[src/rtl/epm_pkg.sv]
package epm_pkg;

   // ----------------------------------------------------------------
   // Register map (byte addresses, one aligned word each)
   // ----------------------------------------------------------------
   localparam int            AXI_AW       = 8;
   localparam int            NUM_PORTS    = 6;
   localparam int            PORT_W       = 8;
   localparam logic [2:0]    CTRL_IDX     = 3'h6;
   localparam logic [2:0]    SPARE_IDX    = 3'h7;
   localparam logic [1:0]    RESP_OKAY    = 2'h0;
   localparam logic [1:0]    RESP_SLVERR  = 2'h2;

   // Port slots in the bank array
   localparam int            LOW_ADDR_SLOT  = 0;
   localparam int            MID_ADDR_SLOT  = 1;
   localparam int            HIGH_ADDR_SLOT = 2;
   localparam int            CTRL_SLOT      = 3;
   localparam int            HSHK_SLOT      = 4;
   localparam int            ANALOG_SLOT    = 5;
   localparam int            CTRL_PORT_W    = 4;

   // Implemented bits of each port, slot 0 in the low byte
   localparam logic [47:0]   PORT_MASK = 48'hFFFF_0FFF_FFFF;

   // ----------------------------------------------------------------
   // Reset values and field positions
   // ----------------------------------------------------------------
   localparam logic [7:0]    DATA_RESET   = 8'h00;
   localparam logic [7:0]    DIR_RESET    = 8'h00;
   localparam logic [1:0]    CTRL_RESET   = 2'h0;
   localparam int            CTRL_EXP_BIT = 0;
   localparam int            CTRL_CLK_BIT = 1;
   localparam int            ST_EXP_BIT   = 0;
   localparam int            ST_MICRO_BIT = 1;
   localparam int            ST_BYTE_BIT  = 2;
   localparam int            ST_HOLD_BIT  = 3;
   localparam int            ST_BUSY_BIT  = 4;

   // Control, handshake and analog port bit positions
   localparam int            RW_BIT       = 0;
   localparam int            BHE_BIT      = 1;
   localparam int            ALE_BIT      = 2;
   localparam int            HOLD_GRANT_OUTPUT_BIT     = 3;
   localparam int            HOLD_BIT     = 0;
   localparam int            RDY_BIT      = 1;
   localparam int            CLKOUT_BIT   = 2;
   localparam int            TRIG_BIT     = 7;

   // ----------------------------------------------------------------
   // Types
   // ----------------------------------------------------------------
   typedef enum logic [1:0] {
      ST_IDLE = 2'h0,
      ST_ADDR = 2'h1,
      ST_DATA = 2'h3,
      ST_HOLD = 2'h2
   } epm_state_type;

   typedef struct packed {
      logic [23:0] addr;
      logic [15:0] wdata;
      logic        write;
      logic        upper;
   } epm_req_type;

endpackage

[src/rtl/epm_pin_mux.sv]
// Local design decisions: the register offsets and the AXI4-Lite slave port.
`timescale 1ns/1ns
`default_nettype none

module epm_pin_mux (
   input  wire logic                   I_CLK_SYS,
   input  wire logic                   I_RST,
   input  wire logic                   I_PROCESSOR_MODE_PIN,
   input  wire logic                   I_BUS_WIDTH_SEL,
   output logic                        O_BUS_ENABLE_N,
   input  wire logic [7:0]             I_LOW_ADDRESS_PORT_IN,
   output logic      [7:0]             O_LOW_ADDRESS_PORT_OUT,
   output logic      [7:0]             O_LOW_ADDRESS_PORT_OE,
   input  wire logic [7:0]             I_MIDDLE_ADDRESS_DATA_PORT_IN,
   output logic      [7:0]             O_MIDDLE_ADDRESS_DATA_PORT_OUT,
   output logic      [7:0]             O_MIDDLE_ADDRESS_DATA_PORT_OE,
   input  wire logic [7:0]             I_HIGH_ADDRESS_DATA_PORT_IN,
   output logic      [7:0]             O_HIGH_ADDRESS_DATA_PORT_OUT,
   output logic      [7:0]             O_HIGH_ADDRESS_DATA_PORT_OE,
   input  wire logic [3:0]             I_BUS_CONTROL_PORT_IN,
   output logic      [3:0]             O_BUS_CONTROL_PORT_OUT,
   output logic      [3:0]             O_BUS_CONTROL_PORT_OE,
   input  wire logic [7:0]             I_BUS_HANDSHAKE_PORT_IN,
   output logic      [7:0]             O_BUS_HANDSHAKE_PORT_OUT,
   output logic      [7:0]             O_BUS_HANDSHAKE_PORT_OE,
   input  wire logic [7:0]             I_ANALOG_INPUT_PORT_IN,
   output logic      [7:0]             O_ANALOG_INPUT_PORT_OUT,
   output logic      [7:0]             O_ANALOG_INPUT_PORT_OE,
   output logic      [7:0]             O_ANALOG_CHANNELS,
   output logic                        O_ADC_TRIGGER,
   input  wire logic                   I_REQ_VALID,
   input  wire epm_pkg::epm_req_type   I_REQ,
   output logic                        O_REQ_READY,
   output logic                        O_RSP_VALID,
   output logic      [15:0]            O_RSP_RDATA,
   input  wire logic                   I_AWVALID,
   output logic                        O_AWREADY,
   input  wire logic [epm_pkg::AXI_AW-1:0] I_AWADDR,
   input  wire logic                   I_WVALID,
   output logic                        O_WREADY,
   input  wire logic [31:0]            I_WDATA,
   input  wire logic [3:0]             I_WSTRB,
   output logic                        O_BVALID,
   input  wire logic                   I_BREADY,
   output logic      [1:0]             O_BRESP,
   input  wire logic                   I_ARVALID,
   output logic                        O_ARREADY,
   input  wire logic [epm_pkg::AXI_AW-1:0] I_ARADDR,
   output logic                        O_RVALID,
   input  wire logic                   I_RREADY,
   output logic      [31:0]            O_RDATA,
   output logic      [1:0]             O_RRESP
);
   import epm_pkg::*;

   // ----------------------------------------------------------------
   // Declarations
   // ----------------------------------------------------------------
   logic [7:0]          pin_in   [NUM_PORTS];
   logic [7:0]          pin_out  [NUM_PORTS];
   logic [7:0]          pin_oe   [NUM_PORTS];
   logic [7:0]          func_en  [NUM_PORTS];
   logic [7:0]          func_out [NUM_PORTS];
   logic [7:0]          func_oe  [NUM_PORTS];
   logic [7:0]          rd_data  [8];
   logic [7:0]          rd_dir   [8];
   logic [NUM_PORTS-1:0] data_we;
   logic [NUM_PORTS-1:0] dir_we;

   logic                mode_q;
   logic [1:0]          ctrl_q;
   logic                clk_div_q;
   epm_state_type       state_q;
   epm_req_type         req_q;
   logic                rsp_valid_q;
   logic [15:0]         rsp_rdata_q;

   logic                aw_full_q;
   logic [AXI_AW-1:0]   aw_addr_q;
   logic                w_full_q;
   logic [7:0]          w_data_q;
   logic                w_strb_q;
   logic                bvalid_q;
   logic [1:0]          bresp_q;
   logic                rvalid_q;
   logic [31:0]         rdata_q;
   logic [1:0]          rresp_q;

   // ----------------------------------------------------------------
   // Address decode
   // ----------------------------------------------------------------
   function automatic logic epm_hit(input logic [AXI_AW-1:0] a);
      epm_hit = (a[7:6] == 2'h0) && (a[1:0] == 2'h0) &&
                (a[5:3] != SPARE_IDX);
   endfunction

   // ----------------------------------------------------------------
   // Mode selection
   // ----------------------------------------------------------------
   // Pin level is caught while reset is applied
   // mode pin sets processor mode
   // reset length is the outside party's duty
   always_ff @(posedge I_CLK_SYS) begin
      if (I_RST) begin
         mode_q <= I_PROCESSOR_MODE_PIN;
      end
   end

   wire micro_mode = mode_q;
   wire expansion  = mode_q | ctrl_q[CTRL_EXP_BIT];
   wire wide_bus   = ~I_BUS_WIDTH_SEL;
   // hold and ready taken from handshake port
   wire hold_req   = expansion & pin_in[HSHK_SLOT][HOLD_BIT];
   wire bus_ready  = pin_in[HSHK_SLOT][RDY_BIT];
   wire clkout_en  = micro_mode | ctrl_q[CTRL_CLK_BIT];

   // ----------------------------------------------------------------
   // Clock output divider
   // ----------------------------------------------------------------
   // oscillator divided by two
   always_ff @(posedge I_CLK_SYS) begin
      if (I_RST) begin
         clk_div_q <= 1'b0;
      end else begin
         clk_div_q <= ~clk_div_q;
      end
   end

   // ----------------------------------------------------------------
   // External bus cycle sequencer
   // ----------------------------------------------------------------
   // Hold is granted only between cycles, never mid-transfer
   always_ff @(posedge I_CLK_SYS) begin
      if (I_RST) begin
         state_q     <= ST_IDLE;
         req_q       <= '0;
         rsp_valid_q <= 1'b0;
         rsp_rdata_q <= 16'h0000;
      end else begin
         rsp_valid_q <= 1'b0;
         case (state_q)
            ST_IDLE: begin
               if (hold_req) begin
                  state_q <= ST_HOLD;
               end else if (I_REQ_VALID && expansion) begin
                  req_q   <= I_REQ;
                  state_q <= ST_ADDR;
               end
            end
            ST_ADDR: begin
               state_q <= ST_DATA;
            end
            ST_DATA: begin
               if (bus_ready) begin
                  rsp_valid_q <= 1'b1;
                  rsp_rdata_q <= {wide_bus ? pin_in[MID_ADDR_SLOT] : 8'h00,
                                  pin_in[HIGH_ADDR_SLOT]};
                  state_q     <= ST_IDLE;
               end
            end
            ST_HOLD: begin
               if (!hold_req) begin
                  state_q <= ST_IDLE;
               end
            end
            default: begin
               state_q <= ST_IDLE;
            end
         endcase
      end
   end

   // Bus strobes decoded from the state register
   wire in_data  = (state_q == ST_DATA);
   wire in_addr  = (state_q == ST_ADDR);
   wire in_hold  = (state_q == ST_HOLD);
   wire drive_ok = ~in_hold;
   // enable low only in the data phase
   assign O_BUS_ENABLE_N = ~in_data;
   assign O_REQ_READY    = (state_q == ST_IDLE) & expansion & ~hold_req;
   assign O_RSP_VALID    = rsp_valid_q;
   assign O_RSP_RDATA    = rsp_rdata_q;

   // ----------------------------------------------------------------
   // Pin function overrides
   // ----------------------------------------------------------------
   // low address byte
   assign func_en[LOW_ADDR_SLOT]  = {8{expansion}};
   assign func_out[LOW_ADDR_SLOT] = req_q.addr[7:0];
   assign func_oe[LOW_ADDR_SLOT]  = {8{drive_ok}};

   assign func_en[MID_ADDR_SLOT]  = {8{expansion}};
   assign func_out[MID_ADDR_SLOT] = (in_data && wide_bus) ?
                                    req_q.wdata[15:8] : req_q.addr[15:8];
   assign func_oe[MID_ADDR_SLOT]  = {8{drive_ok & (~in_data | ~wide_bus |
                                                   req_q.write)}};

   // low data or top address byte
   assign func_en[HIGH_ADDR_SLOT]  = {8{expansion}};
   assign func_out[HIGH_ADDR_SLOT] = in_data ? req_q.wdata[7:0] :
                                               req_q.addr[23:16];
   assign func_oe[HIGH_ADDR_SLOT]  = {8{drive_ok & (~in_data | req_q.write)}};

   // strobe, byte enable, latch enable, grant
   // Strobes float during hold; the grant itself keeps driving
   assign func_en[CTRL_SLOT]  = {4'h0, {CTRL_PORT_W{expansion}}};
   assign func_out[CTRL_SLOT] = {4'h0, in_hold, in_addr,
                                 ~req_q.upper, ~req_q.write};
   assign func_oe[CTRL_SLOT]  = {4'h0, 1'b1, {3{drive_ok}}};

   // hold and ready pins forced to input in expansion mode
   assign func_en[HSHK_SLOT]  = {5'h00, clkout_en, expansion, expansion};
   assign func_out[HSHK_SLOT] = {5'h00, clk_div_q, 2'h0};
   assign func_oe[HSHK_SLOT]  = {5'h00, 1'b1, 2'h0};

   // Analog port has no bus function
   assign func_en[ANALOG_SLOT]  = 8'h00;
   assign func_out[ANALOG_SLOT] = 8'h00;
   assign func_oe[ANALOG_SLOT]  = 8'h00;

   assign O_ANALOG_CHANNELS = pin_in[ANALOG_SLOT];
   assign O_ADC_TRIGGER     = pin_in[ANALOG_SLOT][TRIG_BIT];

   // ----------------------------------------------------------------
   // Pin wiring
   // ----------------------------------------------------------------
   assign pin_in[LOW_ADDR_SLOT]  = I_LOW_ADDRESS_PORT_IN;
   assign pin_in[MID_ADDR_SLOT]  = I_MIDDLE_ADDRESS_DATA_PORT_IN;
   assign pin_in[HIGH_ADDR_SLOT] = I_HIGH_ADDRESS_DATA_PORT_IN;
   assign pin_in[CTRL_SLOT]      = {4'h0, I_BUS_CONTROL_PORT_IN};
   assign pin_in[HSHK_SLOT]      = I_BUS_HANDSHAKE_PORT_IN;
   assign pin_in[ANALOG_SLOT]    = I_ANALOG_INPUT_PORT_IN;

   assign O_LOW_ADDRESS_PORT_OUT         = pin_out[LOW_ADDR_SLOT];
   assign O_LOW_ADDRESS_PORT_OE          = pin_oe[LOW_ADDR_SLOT];
   assign O_MIDDLE_ADDRESS_DATA_PORT_OUT = pin_out[MID_ADDR_SLOT];
   assign O_MIDDLE_ADDRESS_DATA_PORT_OE  = pin_oe[MID_ADDR_SLOT];
   assign O_HIGH_ADDRESS_DATA_PORT_OUT   = pin_out[HIGH_ADDR_SLOT];
   assign O_HIGH_ADDRESS_DATA_PORT_OE    = pin_oe[HIGH_ADDR_SLOT];
   assign O_BUS_CONTROL_PORT_OUT         = pin_out[CTRL_SLOT][3:0];
   assign O_BUS_CONTROL_PORT_OE          = pin_oe[CTRL_SLOT][3:0];
   assign O_BUS_HANDSHAKE_PORT_OUT       = pin_out[HSHK_SLOT];
   assign O_BUS_HANDSHAKE_PORT_OE        = pin_oe[HSHK_SLOT];
   assign O_ANALOG_INPUT_PORT_OUT        = pin_out[ANALOG_SLOT];
   assign O_ANALOG_INPUT_PORT_OE         = pin_oe[ANALOG_SLOT];

   // ----------------------------------------------------------------
   // Port banks
   // ----------------------------------------------------------------
   wire       wr_hit  = epm_hit(aw_addr_q);
   wire       do_wr   = aw_full_q & w_full_q & ~bvalid_q;
   wire       wr_go   = do_wr & wr_hit & w_strb_q;
   wire [2:0] wr_idx  = aw_addr_q[5:3];
   wire       wr_isdir = aw_addr_q[2];

   generate
      for (genvar k = 0; k < NUM_PORTS; k++) begin : g_bank
         wire [7:0] mask = PORT_MASK[k*8 +: 8];
         assign data_we[k] = wr_go & (wr_idx == k[2:0]) & ~wr_isdir;
         assign dir_we[k]  = wr_go & (wr_idx == k[2:0]) & wr_isdir;
         epm_port_bank #(.W(PORT_W)) u_bank (
            .i_clk      (I_CLK_SYS),
            .i_rst      (I_RST),
            .i_data_we  (data_we[k]),
            .i_dir_we   (dir_we[k]),
            .i_wdata    (w_data_q & mask),
            .i_func_en  (func_en[k]),
            .i_func_out (func_out[k]),
            .i_func_oe  (func_oe[k]),
            .i_pin_in   (pin_in[k]),
            .o_pin_out  (pin_out[k]),
            .o_pin_oe   (pin_oe[k]),
            .o_rd_data  (rd_data[k]),
            .o_rd_dir   (rd_dir[k])
         );
      end
   endgenerate

   // Slot 6 holds control and status, slot 7 is unmapped
   assign rd_data[CTRL_IDX]  = {6'h00, ctrl_q};
   assign rd_dir[CTRL_IDX]   = {3'h0, in_data | in_addr, in_hold,
                                ~wide_bus, micro_mode, expansion};
   assign rd_data[SPARE_IDX] = 8'h00;
   assign rd_dir[SPARE_IDX]  = 8'h00;

   // ----------------------------------------------------------------
   // Control register
   // ----------------------------------------------------------------
   // Expansion bit is meaningless in microprocessor mode
   always_ff @(posedge I_CLK_SYS) begin
      if (I_RST) begin
         ctrl_q <= CTRL_RESET;
      end else if (wr_go && wr_idx == CTRL_IDX && !wr_isdir) begin
         ctrl_q <= w_data_q[1:0];
      end
   end

   // ----------------------------------------------------------------
   // AXI4-Lite write channel
   // ----------------------------------------------------------------
   // Address and data are parked separately, so either may come first
   always_ff @(posedge I_CLK_SYS) begin
      if (I_RST) begin
         aw_full_q <= 1'b0;
         aw_addr_q <= '0;
         w_full_q  <= 1'b0;
         w_data_q  <= 8'h00;
         w_strb_q  <= 1'b0;
         bvalid_q  <= 1'b0;
         bresp_q   <= RESP_OKAY;
      end else begin
         if (I_AWVALID && O_AWREADY) begin
            aw_full_q <= 1'b1;
            aw_addr_q <= I_AWADDR;
         end
         if (I_WVALID && O_WREADY) begin
            w_full_q <= 1'b1;
            w_data_q <= I_WDATA[7:0];
            w_strb_q <= I_WSTRB[0];
         end
         if (do_wr) begin
            aw_full_q <= 1'b0;
            w_full_q  <= 1'b0;
            bvalid_q  <= 1'b1;
            bresp_q   <= wr_hit ? RESP_OKAY : RESP_SLVERR;
         end else if (bvalid_q && I_BREADY) begin
            bvalid_q <= 1'b0;
         end
      end
   end

   assign O_AWREADY = ~aw_full_q & ~bvalid_q;
   assign O_WREADY  = ~w_full_q & ~bvalid_q;
   assign O_BVALID  = bvalid_q;
   assign O_BRESP   = bresp_q;

   // ----------------------------------------------------------------
   // AXI4-Lite read channel
   // ----------------------------------------------------------------
   wire       rd_hit  = epm_hit(I_ARADDR);
   wire [2:0] rd_idx  = I_ARADDR[5:3];
   wire [7:0] rd_byte = I_ARADDR[2] ? rd_dir[rd_idx] : rd_data[rd_idx];

   always_ff @(posedge I_CLK_SYS) begin
      if (I_RST) begin
         rvalid_q <= 1'b0;
         rdata_q  <= 32'h0000_0000;
         rresp_q  <= RESP_OKAY;
      end else if (I_ARVALID && O_ARREADY) begin
         rvalid_q <= 1'b1;
         rdata_q  <= {24'h00_0000, rd_hit ? rd_byte : 8'h00};
         rresp_q  <= rd_hit ? RESP_OKAY : RESP_SLVERR;
      end else if (rvalid_q && I_RREADY) begin
         rvalid_q <= 1'b0;
      end
   end

   assign O_ARREADY = ~rvalid_q;
   assign O_RVALID  = rvalid_q;
   assign O_RDATA   = rdata_q;
   assign O_RRESP   = rresp_q;

endmodule // epm_pin_mux

`default_nettype wire

[src/rtl/epm_port_bank.sv]
`timescale 1ns/1ns
`default_nettype none

module epm_port_bank #(
   parameter int W = 8
) (
   input  wire logic         i_clk,
   input  wire logic         i_rst,
   input  wire logic         i_data_we,
   input  wire logic         i_dir_we,
   input  wire logic [W-1:0] i_wdata,
   input  wire logic [W-1:0] i_func_en,
   input  wire logic [W-1:0] i_func_out,
   input  wire logic [W-1:0] i_func_oe,
   input  wire logic [W-1:0] i_pin_in,
   output logic      [W-1:0] o_pin_out,
   output logic      [W-1:0] o_pin_oe,
   output logic      [W-1:0] o_rd_data,
   output logic      [W-1:0] o_rd_dir
);
   import epm_pkg::*;

   logic [W-1:0] data_q;
   logic [W-1:0] dir_q;

   // ----------------------------------------------------------------
   // Latch and direction registers
   // ----------------------------------------------------------------
   // input after reset
   always_ff @(posedge i_clk) begin
      if (i_rst) begin
         data_q <= DATA_RESET[W-1:0];
         dir_q  <= DIR_RESET[W-1:0];
      end else begin
         if (i_data_we) begin
            data_q <= i_wdata;
         end
         if (i_dir_we) begin
            dir_q <= i_wdata;
         end
      end
   end

   // Outputs read back the latch, inputs read the pin
   assign o_rd_data = (dir_q & data_q) | (~dir_q & i_pin_in);
   assign o_rd_dir  = dir_q;

   // per-bit direction
   // Bus functions take the pin over bit by bit
   assign o_pin_out = (i_func_en & i_func_out) | (~i_func_en & data_q);
   assign o_pin_oe  = (i_func_en & i_func_oe) | (~i_func_en & dir_q);

endmodule // epm_port_bank

`default_nettype wire

[config.mk]
export PLATFORM = sky130hd
export DESIGN_NAME = epm_pin_mux
export DESIGN_NICKNAME = d
export VERILOG_FILES = /design/src/rtl/epm_pkg.sv /design/src/rtl/epm_pin_mux.sv /design/src/rtl/epm_port_bank.sv
export SDC_FILE = /design/constraint.sdc
export NUM_CORES = 1
export LEC_CHECK = 0
export ABC_AREA = 1
export BUFFER_PORTS_ARGS = -buffer_cell sky130_fd_sc_hd__buf_2
export CAP_MARGIN = 20
export CORE_ASPECT_RATIO = 0.6
export CORE_UTILIZATION = 55
export DETAILED_ROUTE_END_ITERATION = 12
export PLACE_DENSITY = 0.88
export SLEW_MARGIN = 15
export SYNTH_ARGS = -nofsm -noshare
export SYNTH_HDL_FRONTEND = slang
export SYNTH_SLANG_ARGS = --single-unit
[constraint.sdc]
create_clock -name I_CLK_SYS -period 5 [get_ports I_CLK_SYS]
set_clock_uncertainty 0.15 [all_clocks]
set_input_delay 1.25 -clock I_CLK_SYS [delete_from_list [all_inputs] [get_ports I_CLK_SYS]]
set_output_delay 1.25 -clock I_CLK_SYS [all_outputs]
set_load 0.03 [all_outputs]
# Word level (Yosys, flattened, before mapping)
# Cells that the tools add are included.
[word_totals] reg_bits=186 input_bits=148 out_inout_bits=157 elab_cells=201
[classes] n_lt_le_gt_ge=1 eq_ne=14 n_mux=23 bitwise_logic=104 reduce_logical=27
[op_table] operator="8-bit bitwise AND" count=24
[op_table] operator="8-bit bitwise OR" count=13
[op_table] operator="8-bit two-way mux" count=9
[op_table] operator="8-bit binary-select mux with 3-bit select" count=2
[op_table] operator="8-bit inverter" count=6
[op_table] operator="1-bit bitwise AND" count=29
[op_table] operator="4-bit bitwise AND" count=5
[op_table] operator="1-bit logical AND" count=13
[op_table] operator="2-bit two-way mux" count=6
[op_table] operator="1-bit inverter" count=12
[op_table] operator="2-bit logical NOT" count=5
[op_table] operator="3-bit equality test (second input constant)" count=3
[op_table] operator="3-bit inequality test (second input constant)" count=3
[op_table] operator="8-bit by 4-bit bitwise AND with 8-bit output" count=1
[op_table] operator="3-bit inverter with 8-bit output" count=1
[op_table] operator="4-bit inverter with 8-bit output" count=1
[op_table] operator="3-bit by 8-bit bitwise OR with 8-bit output" count=1
[op_table] operator="4-bit bitwise OR" count=2
[op_table] operator="2-bit one-hot mux with 4 select lines" count=1
[op_table] operator="3-bit by 2-bit equality test with 1-bit output (second input constant)" count=2
[op_table] operator="1-bit bitwise OR" count=6
[op_table] operator="3-bit AND reduction" count=2
[op_table] operator="1-bit two-way mux" count=5
[op_table] operator="2-bit equality test (second input constant)" count=2
[op_table] operator="other kinds (12)" count=15

# Longest topological paths before layout
# Gate-level depths: netlist (run 1).
[logic_depth] ltp_word=8 mapped_depth=11 mapped_depth_nobuf=11

# Hierarchy
# Synthesis (run 1) repeated with hierarchy kept, for this count alone.
[hier_totals] hier_cells=1777 area_unflattened_um2=10814.1
[by_module_without_submodules] mod="epm_port_bank" instances=6 cells_each=158 area_per_inst_um2=938.4 seq_area_each_um2=320.3
[by_module_without_submodules] mod="epm_pin_mux" instances=1 cells_each=829 area_per_inst_um2=5183.7 seq_area_each_um2=1931.9

# Worst setup path before layout (run 1)
# No wires, ideal clock.
[synth_path] path_kind="input to output" start="in I_BUS_WIDTH_SEL" end="out O_MIDDLE_ADDRESS_DATA_PORT_OE[0]" arrival_ns=2.290 t_required_ns=3.600 path_slack_ns=1.310 stages=4 n_path_buf=0 path_cell_list="nor2_2 inv_2 o21ai_1 o21ai_0"
[synth_between] elab_chain_len=5
[synth_rtl] element="start, declared" line="epm_pin_mux.sv:9" source="input wire logic I_BUS_WIDTH_SEL,"
[synth_rtl] element="1-bit bitwise OR (2 in series)" line="epm_pin_mux.sv:195" source="assign func_oe[MID_ADDR_SLOT] = {8{drive_ok & (~in_data | ~wide_bus |"
[synth_rtl] element="1-bit bitwise AND" line="epm_pin_mux.sv:195"
[synth_rtl] element="8-bit bitwise AND" line="epm_port_bank.sv:51" source="assign o_pin_oe = (i_func_en & i_func_oe) | (~i_func_en & dir_q);"
[synth_rtl] element="8-bit bitwise OR" line="epm_port_bank.sv:51"
[synth_rtl] element="end, declared" line="epm_pin_mux.sv:16" source="output logic [7:0] O_MIDDLE_ADDRESS_DATA_PORT_OE,"
# Every way passes these cells.

# Worst setup path after layout (run 1)
[layout_path] start="reg mode_q, in the netlist micro_mode" end="out O_HIGH_ADDRESS_DATA_PORT_OE[3]"
[layout_between] elab_chain_len=4 elab_cells_between_ends=5
[layout_rtl] element="start, declared" line="epm_pin_mux.sv:70" source="logic mode_q;"
[layout_rtl] element="start signal, assigned" line="epm_pin_mux.sv:105" source="mode_q <= I_PROCESSOR_MODE_PIN;"
[layout_rtl] element="1-bit bitwise OR *" line="epm_pin_mux.sv:110" source="wire expansion = mode_q | ctrl_q[CTRL_EXP_BIT];"
[layout_rtl] element="8-bit inverter" line="epm_port_bank.sv:51"
[layout_rtl] element="8-bit bitwise AND" line="epm_port_bank.sv:51"
[layout_rtl] element="8-bit bitwise OR *" line="epm_port_bank.sv:51"
[layout_rtl] element="end, declared" line="epm_pin_mux.sv:19" source="output logic [7:0] O_HIGH_ADDRESS_DATA_PORT_OE,"
# Mark *: on every way between the ends. The rest lies on a longest branch, timed or not.

==> results of run 1 <==
how the worst max path moves through the flow:
stage                     slack (ns)  cells past startpoint                                to
after floorplan                 1.31                      4  O_MIDDLE_ADDRESS_DATA_PORT_OE[0]
after global placement          1.05                      7  O_MIDDLE_ADDRESS_DATA_PORT_OE[2]
after detailed placement        1.05                      7  O_MIDDLE_ADDRESS_DATA_PORT_OE[4]
after CTS                       1.01                      8    O_HIGH_ADDRESS_DATA_PORT_OE[3]
after global routing            0.81                      4    O_HIGH_ADDRESS_DATA_PORT_OE[3]
final                           0.92                      8    O_HIGH_ADDRESS_DATA_PORT_OE[3]
metrics by stage:
stage	power (mW)	std cells	setup slack [ns]
detailed placement	2.21	1801	1.05
global route	3.69	1833	0.812
CTS	3.55	1833	1.01
floorplan	2.02	1429	1.31
global placement	2.20	1801	1.05
finish	3.57	1833	0.922
flip-flops by register name (all words and copies together) (netlist names):
signal	flops
w_full_q	1
O_BRESP	1
g_bank.u_bank.o_rd_dir	44
ctrl_q	2
O_RSP_RDATA	16
req_q	34
aw_full_q	1
w_strb_q	1
g_bank.u_bank.data_q	44
O_RSP_VALID	1
func_out	8
O_BVALID	1
O_RDATA	8
w_data_q	8
micro_mode	1
state_q	2
clk_div_q	1
O_RVALID	1
O_RRESP	1
aw_addr_q	8
report_power, final:
group          internal (mW)  switching [mW]  total [mW]
combinational          0.162           0.441       0.603
sequential              1.52          0.0747        1.60
clock                  0.725           0.651        1.38
total                   2.41            1.17        3.57
area by class of cell:
type / instances / area (um2) / area share (%)
clock buffers: 18 / 439 / 4.03
clock inverters: 14 / 158 / 1.45
inverters: 129 / 497 / 4.56
multi-input cells: 1001 / 4510 / 41.4
flip-flops and latches: 184 / 3690 / 33.9
well taps: 228 / 285 / 2.62
repair buffers: 259 / 1320 / 12.1
cells by family after synthesis:
kind of cell	count (synthesis)	synth area share, %
simple gates	642	28.8
mux	1	0.108
buf+inv	244	12.5
compound gates	332	18.7
flops	184	39.8
other cells	1	0.0404
layer usage:
layer	global-route usage [%]	vias up
li1	-	4777
met1	51.3	4608
met2	51.1	659
met3	11.6	73
met4	11.4	0
met5	0	-
worst register-to-register path, stage by stage (launching register included):
cell and delay, ns:
edfxtp_1 0.46, nor2_1 0.12, buf_4 0.19, inv_2 0.05
buf_4 0.36, nand2_1 0.16, nand2_1 0.10, nor2_2 0.12
nand2_1 0.11, nor2_4 0.72, inv_2 0.54, nor2_1 0.26
nor2_1 0.08
cell usage after synthesis (all sizes together):
library cell  number  area, um2
a211oi             1       7.51
a21oi            124        621
a31oi             17        106
and3               1       6.26
buf               69        490
clkbuf            46        173
clkinv             4       22.5
conb               1       3.75
dfxtp            183       3660
edfxtp             1       30.0
inv              125        474
mux2i              1       10.0
nand2            349       1330
nand3             32        205
nand4              2       42.5
nor2             256       1060
nor3               1       16.3
o211ai            16        120
o21a               1       7.51
o21ai            170        851
o221ai             2       17.5
o22ai              1       6.26
or2                1       6.26
==> results.json, run 1 <==
{
  "r2r-start": "micro_mode",
  "grt_pass1_vias": 8691,
  "final_cell_mix": "nand2_1 (346), buf_2 (251), nor2_1 (245)",
  "cp-end-kind": "output port",
  "vdd_ir_drop_max_mv": 0.287,
  "reg2reg_depth": 12,
  "postLayoutCoreUtil_pct": 66.7,
  "gr-total-overflow": 0,
  "crit_buf_inv": 4,
  "drive_gt1_share_pct": 20.5,
  "critPathRequiredTime_ns": 3.60,
  "gp_congestion": 0.973,
  "worstReg2RegEnd": "req_q[11]",
  "post-route-drc-count": 0,
  "outcome": "finished, final reports clean",
  "fmax_ghz": 0.245,
  "rows": 36,
  "grt.total_usage_pct": 35.9,
  "fin_crit_ns": 4.08,
  "finalSetupTns_ns": 0,
  "hold_path.startpoint": "clk_div_q",
  "final_common_cell": "nand2_1",
  "firstDrtPassIters": 7,
  "finalMaxSlewViolations": 0,
  "finalHoldViolCount": 0,
  "crit_path_frequent_cell": "o21ai_0",
  "die_y_um": 103,
  "holdWs_ns": 0.281,
  "antenna_found_initial": 0,
  "cts_htree_levels": 4,
  "path_clk_slew_ns": 0.07,
  "hp-class": "flip-flop to flip-flop",
  "placed_area_mm2": 0.0103,
  "met2WireLength_um": 13000,
  "worst_pin_slew_ns": 0.985,
  "cp_top_family": "compound AO/OA/AOI/OAI gates",
  "cap_violations": 0,
  "via_per_inst": 5.52,
  "setup_viol": 0,
  "grt_max_degree": 82,
  "met3_wirelength_um": 4450,
  "drt-met1-wl_um": 13700,
  "ys_ff_latch": 184,
  "drt-initial-drc-count": 1403,
  "fillCellCount": 1411,
  "route.top_layer_used": "met4",
  "start_util_pct": 56.7,
  "worstPathCellList": "nor2_1 > buf_4 > inv_2 > nand2_1 > inv_1 > o21ai_0 > o21ai_0 > buf_2",
  "clkLatencyLatePin_ns": 0.43,
  "ant_nets": 0,
  "area_delta_synth_final_pct": 17.6,
  "power_density_mw_per_mm2": 328,
  "grt_pass1_wl_um": 47200,
  "cts_tree": "done",
  "rrSetupSlack_ns": 1.48,
  "routed_wl_um": 32000,
  "crit_start": "micro_mode",
  "worst_path_largest_cell_delay_ns": 0.46,
  "cp.arrival_ns": 2.68,
  "core_area_mm2": 0.0164,
  "numCtsBuffers": 17,
  "maxSlewHeadroom_pct": 33.7,
  "clockBufferDepth": 2,
  "yosysWarnings": 0,
  "post_cts.repair.setup_buffers": 0,
  "wl_per_cell_um": 17.5,
  "antennaDiodeCount": 0,
  "ys_seq_area_share_pct": 39.8,
  "cts.sinks": 184,
  "rsz0062_at_grt": "false",
  "ctsResizeCount": 0,
  "die_w_um": 170,
  "yosysUniqueCellTypes": 37,
  "portBuffers": 251,
  "synthCells": 1404,
  "p_leak_nw": 5.15,
  "stdcell_area_mm2": 0.0109,
  "hold_buffers": 0,
  "worstPathMaxFanout": 12,
  "min_to": "clk_div_q",
  "avgSynthCellArea_um2": 6.60,
  "dp_hpwl_um": 22800,
  "hold_depth": 1,
  "synth_area_mm2": 0.00927,
  "crit_type": "flip-flop to output port",
  "slowest_stage": "edfxtp_1",
  "clockRootBuffer": "clkbuf_16",
  "fin_nets": 1740,
  "dieArea_mm2": 0.0174,
  "vias": 10100,
  "cp-start-kind": "flip-flop",
  "period_share_pct": 81.6,
  "io_pins": 305
}
No activity file was read; power rests on OpenSTA's default activity.
==> run 2: changes to the inputs <==
- ABC_AREA: 1 -> 0
- CORE_UTILIZATION: 55 -> 46
- PLACE_DENSITY: 0.88 -> 0.78
- clock period: 5 -> 3.53 ns (I/O delays scaled with it)
==> results.json, run 2 <==
{
  "yosysWarnings": 0,
  "final_cell_mix": "buf_2 (250), nand2_1 (191), dfxtp_1 (183)",
  "worst_pin_slew_ns": 0.813,
  "final_common_cell": "buf_2",
  "yosys.area.top_type_share_pct": 39.2,
  "pwr-share-seq_pct": 45.8,
  "switching_share_pct": 28.3,
  "firstDrtPassIters": 5,
  "seqCellArea_mm2": 0.00369,
  "cp-start-kind": "flip-flop",
  "synthCells": 1082,
  "synthTopCellsByArea": "dfxtp_1 (39%), mux2i_1 (17%), nand2_1 (7.7%)",
  "post-synth-top-count-cell": "nand2_1",
  "antenna_found_initial": 4,
  "path_clk_slew_ns": 0.07,
  "multiInputGateArea_mm2": 0.00505,
  "yosysTopAreaCell": "dfxtp_1",
  "ant_nets": 0,
  "hp-class": "flip-flop to flip-flop",
  "hold_buffers": 0,
  "setup_viol": 0,
  "grt.total_usage_pct": 28.2,
  "clockRootBuffer": "clkbuf_16",
  "cts.sinks": 184,
  "critPathRequiredTime_ns": 2.50,
  "yosysUniqueCellTypes": 56,
  "fin_nets": 1417,
  "io_pins": 305,
  "gp_congestion": 0.941,
  "p_switching_mw": 1.33,
  "cp.arrival_ns": 2.20,
  "ys_ff_latch": 184,
  "grt_pass1_wl_um": 44300,
  "cts_tree": "done",
  "dieArea_mm2": 0.0209,
  "synth_edf_count": 1,
  "finalHoldViolCount": 0,
  "gr-total-overflow": 0,
  "crit_type": "flip-flop to output port",
  "via_per_inst": 5.44,
  "finalMaxSlewViolations": 0,
  "area_delta_synth_final_pct": 18.3,
  "die_y_um": 112,
  "use_met2_pct": 41.9,
  "clkPwrFrac_pct": 40.3,
  "synthArstFlopShare_pct": 0,
  "power_density_mw_per_mm2": 426,
  "p_leak_nw": 5.27,
  "synth_area_mm2": 0.00934,
  "drt-initial-drc-count": 709,
  "cts_htree_levels": 4,
  "met3_usage_pct": 10.3,
  "postLayoutCoreUtil_pct": 56.8,
  "ys_seq_area_share_pct": 39.5,
  "clkLatencyLatePin_ns": 0.43,
  "post-route-drc-count": 0,
  "total_power_mw": 4.71,
  "clockBufferDepth": 2,
  "core_area_mm2": 0.0195,
  "ys.flop_type": "dfxtp_1",
  "dp_hpwl_um": 22600,
  "period_share_pct": 91.6,
  "fmax_ghz": 0.309,
  "rows": 39,
  "maxSlewHeadroom_pct": 45.6,
  "synth_common_cells": "nand2_1 (191), dfxtp_1 (183), mux2i_1 (162)",
  "final_cells": 1549,
  "intPower_mw": 3.37,
  "vdd_ir_drop_max_mv": 0.371,
  "portBuffers": 251,
  "r2r-start": "aw_addr_q[0]",
  "numCtsBuffers": 17,
  "drive_gt1_share_pct": 25.3,
  "cap_violations": 0,
  "crit_start": "state_q[0]",
  "placedCellCount": 1516,
  "grt_max_degree": 83,
  "cp-end-kind": "output port",
  "fillCellCount": 1765,
  "vias": 8423,
  "routed_wl_um": 29800,
  "die_w_um": 186,
  "top_usage_layer": "met2",
  "met1_usage_pct": 38.9,
  "hold_path.startpoint": "clk_div_q",
  "outcome": "finished, final reports clean",
  "grt_pass1_vias": 7769,
  "comb_power_share_pct": 13.9,
  "start_util_pct": 48.0,
  "worstPathMaxFanout": 12,
  "fin_crit_ns": 3.23,
  "avgSynthCellArea_um2": 8.64,
  "finalSetupTns_ns": 0,
  "rsz0062_at_grt": "false",
  "wl_per_cell_um": 19.2
}
-- run 2: changes by cell type in the layout (fill, tap and decap cells not counted), moves of 15 or more --
cell	delta
a21o_1	+27
a21oi_1	-37
a31oi_1	-15
inv_1	-99
mux2i_1	+161
nand2_1	-155
nand2b_1	+109
nand3_1	-22
nor2_1	-218
o211ai_1	-15
o21ai_0	-116
o21ai_1	-15
-- run 2: cells by family (layout without fill, tap and decap cells) --
group	after synthesis	count (layout)	synth area share [%]
simple gates	400	400	22.1
other cells	1	27	0.0401
mux	165	165	17.8
flops	184	184	39.5
compound gates	199	199	12.9
buf+inv	133	308	7.58
-- run 2: repair_timing --
action,4_1_cts,5_1_grt
endpoints found under the hold margin,0,0
gates resized for setup,1,0
buffers inserted,0,0
setup endpoints to repair,1,0
-- run 2: stage by stage --
step	worst slack, ns	hold WS [ns]	instance area (um2)
detailed placement	0.343	0.258	10500
floorplan	0.367	0.239	9440
finish	0.297	0.270	11100
global route	0.142	0.276	11100
global placement	0.384	0.249	10500
CTS	0.308	0.268	11100
-- run 2: worst max-delay path: stages (launching register included) --
cell and delay, ns:
dfxtp_1 0.60, nand3_1 0.50, mux2i_1 0.23, o21ai_0 0.20
buf_2 0.24
-- run 2: cell type report --
class,instances,share of cell area [%]
Multi-Input combinational cell,790,45.7
Sequential cell,184,33.4
Timing Repair Buffer,261,12.2
Clock buffer,18,3.88
Tap cell,266,3.01
Clock inverter,14,1.32
Inverter,15,0.509
Antenna cell,1,0.0226
-- run 2: worst paths after layout --
path | to | slack [ns] | depth (start not counted)
min | clk_div_q | 0.27 | 1
max | O_MIDDLE_ADDRESS_DATA_PORT_OUT[5] | 0.30 | 4
max reg2reg | g_bank[0].u_bank.data_q[2] | 1.15 | 4
min reg2reg | clk_div_q | 0.27 | 1
-- run 2: layer usage --
metal / share of wire [%] / routed length [um]
met5: 0.087 / 26
met4: 1.1 / 329
met3: 11 / 3160
met2: 43 / 12700
met1: 45 / 13500
-- run 2: power groups by stage --
stage	registers, mW	logic, mW	clock network (mW)
5_1_grt	2.16	0.698	2.01
2_1_floorplan	2.19	0.459	0
3_5_place_dp	2.20	0.643	0
6_report	2.16	0.653	1.90
4_1_cts	2.15	0.646	1.92
3_3_place_gp	2.20	0.634	0
==> run 3: changes to the inputs <==
--- a/constraint.sdc
+++ b/constraint.sdc
@@ -3,3 +3,3 @@
 set_input_delay 0.8825 -clock I_CLK_SYS [delete_from_list [all_inputs] [get_ports I_CLK_SYS]]
 set_output_delay 0.8825 -clock I_CLK_SYS [all_outputs]
-set_load 0.03 [all_outputs]
+set_load 0.005 [all_outputs]
==> results.json, run 3 (synthesized netlist as in run 2, its figures left out) <==
{
  "hold_depth": 1,
  "gr-total-overflow": 0,
  "grt_max_degree": 87,
  "worstPathCellList": "nand3_1 > mux2i_1 > o21ai_0 > buf_2",
  "finalSetupTns_ns": 0,
  "clockRootBuffer": "clkbuf_16",
  "hold_buffers": 0,
  "vias": 8509,
  "cap_violations": 0,
  "grt_pass1_vias": 7861,
  "comb_power_share_pct": 11.0,
  "numCtsBuffers": 17,
  "intPower_mw": 3.39,
  "cp-end-kind": "output port",
  "period_share_pct": 89.9,
  "cts.sinks": 184,
  "setup_viol": 0,
  "worstPathMaxFanout": 12,
  "drt-initial-drc-count": 891,
  "pwr-share-seq_pct": 46.7,
  "outcome": "finished, final reports clean",
  "cts_htree_levels": 4,
  "crit_type": "flip-flop to output port",
  "maxSlewHeadroom_pct": 42.9,
  "fin_crit_ns": 3.17,
  "slowest_stage": "dfxtp_1",
  "cp.arrival_ns": 2.14,
  "finalMaxSlewViolations": 0,
  "vdd_ir_drop_max_mv": 0.387,
  "portBuffers": 251,
  "clkLatencyLatePin_ns": 0.44,
  "die_y_um": 112,
  "rsz0062_at_grt": "false",
  "p_switching_mw": 1.23,
  "die_w_um": 186,
  "final_cell_mix": "buf_2 (250), nand2_1 (191), dfxtp_1 (183)",
  "io_pins": 305,
  "cp_top_family": "flip-flops",
  "grt_pass1_wl_um": 44400,
  "final_common_cell": "buf_2",
  "hold_path.startpoint": "clk_div_q",
  "reg2reg_depth": 5,
  "worstReg2RegEnd": "req_q[35]",
  "clkPwrFrac_pct": 42.2,
  "grt.total_usage_pct": 28.2,
  "wl_per_cell_um": 19.2,
  "gp_congestion": 0.946,
  "area_delta_synth_final_pct": 18.6,
  "ctsResizeCount": 0,
  "placedCellCount": 1516,
  "ant_nets": 0,
  "total_power_mw": 4.61,
  "post-route-drc-count": 0,
  "stdcell_area_mm2": 0.0111,
  "hp-class": "flip-flop to flip-flop",
  "switching_share_pct": 26.6,
  "min_to": "clk_div_q",
  "finalHoldViolCount": 0,
  "routed_wl_um": 29800,
  "crit_buf_inv": 1,
  "firstDrtPassIters": 6,
  "clockBufferDepth": 2,
  "path_clk_slew_ns": 0.08,
  "fin_nets": 1417,
  "start_util_pct": 48.0,
  "fmax_ghz": 0.315,
  "dieArea_mm2": 0.0209,
  "cts_tree": "done",
  "dp_hpwl_um": 22700,
  "core_area_mm2": 0.0195,
  "critPathRequiredTime_ns": 2.50,
  "post_cts.repair.setup_buffers": 0,
  "via_per_inst": 5.49,
  "drive_gt1_share_pct": 25.3,
  "p_leak_nw": 5.26,
  "rrSetupSlack_ns": 1.05,
  "r2r-start": "micro_mode",
  "power_density_mw_per_mm2": 416,
  "antenna_found_initial": 7,
  "rows": 39,
  "worst_pin_slew_ns": 0.853,
  "worst_path_largest_cell_delay_ns": 0.61,
  "cp-start-kind": "flip-flop",
  "final_cells": 1551,
  "placed_area_mm2": 0.0105
}
-- run 3: routing by layer --
metal / share of wire (%) / up-vias / track usage, % / wire length (um)
li1: - / 4011 / - / -
met1: 44 / 4033 / 39.2 / 13000
met2: 43 / 429 / 42.5 / 12800
met3: 12 / 30 / 9.31 / 3700
met4: 0.97 / 6 / 5.85 / 289
met5: 0.11 / - / 0 / 34
-- run 3: power groups by stage --
stage,Combinational [mW],Clock [mW],Sequential (mW)
after floorplan,0.326,0,2.18
after global placement,0.494,0,2.20
after detailed placement,0.501,0,2.20
after CTS,0.504,1.96,2.15
after global routing,0.556,2.06,2.16
final,0.509,1.95,2.16
-- run 3: worst register-to-register path: cells and delay by family, from the launching register on --
family | cells | cell delay (ns)
AO/OA/AOI/OAI | 1 | 0.16
flip-flops | 1 | 0.53
AND/OR/NAND/NOR | 3 | 1.20
buffers and inverters | 1 | 0.38
-- run 3: metrics by stage --
| step | utilization, % | worst slack, ns | hold slack (ns) |
|---|---|---|---|
| floorplan | - | 0.879 | 0.239 |
| global placement | 53.8 | 0.460 | 0.248 |
| detailed placement | 53.8 | 0.460 | 0.252 |
| CTS | 56.8 | 0.104 | 0.263 |
| global route | 56.9 | 0.256 | 0.292 |
| finish | 56.9 | 0.356 | 0.261 |
-- run 3: how the worst max path moves through the flow --
stage                          startpoint                           endpoint  slack (ns)  cells after the start
final                          state_q[0]  O_MIDDLE_ADDRESS_DATA_PORT_OUT[5]        0.36                      4
after global routing           state_q[0]  O_MIDDLE_ADDRESS_DATA_PORT_OUT[5]        0.26                      4
after CTS                      state_q[0]          O_BUS_CONTROL_PORT_OUT[3]        0.10                      4
after detailed placement  I_BUS_WIDTH_SEL  O_MIDDLE_ADDRESS_DATA_PORT_OUT[5]        0.46                      6
after global placement    I_BUS_WIDTH_SEL  O_MIDDLE_ADDRESS_DATA_PORT_OUT[5]        0.46                      6
after floorplan           I_BUS_WIDTH_SEL  O_MIDDLE_ADDRESS_DATA_PORT_OUT[0]        0.88                      4
-- run 3: layout make-up --
type,instances,area [um2]
tap,266,333
clock buffer,18,429
sequential,184,3690
timing repair buffer,261,1350
antenna,3,7.51
fill,1799,8390
multi-input combinational,790,5050
inverter,15,56.3
clock inverter,14,165
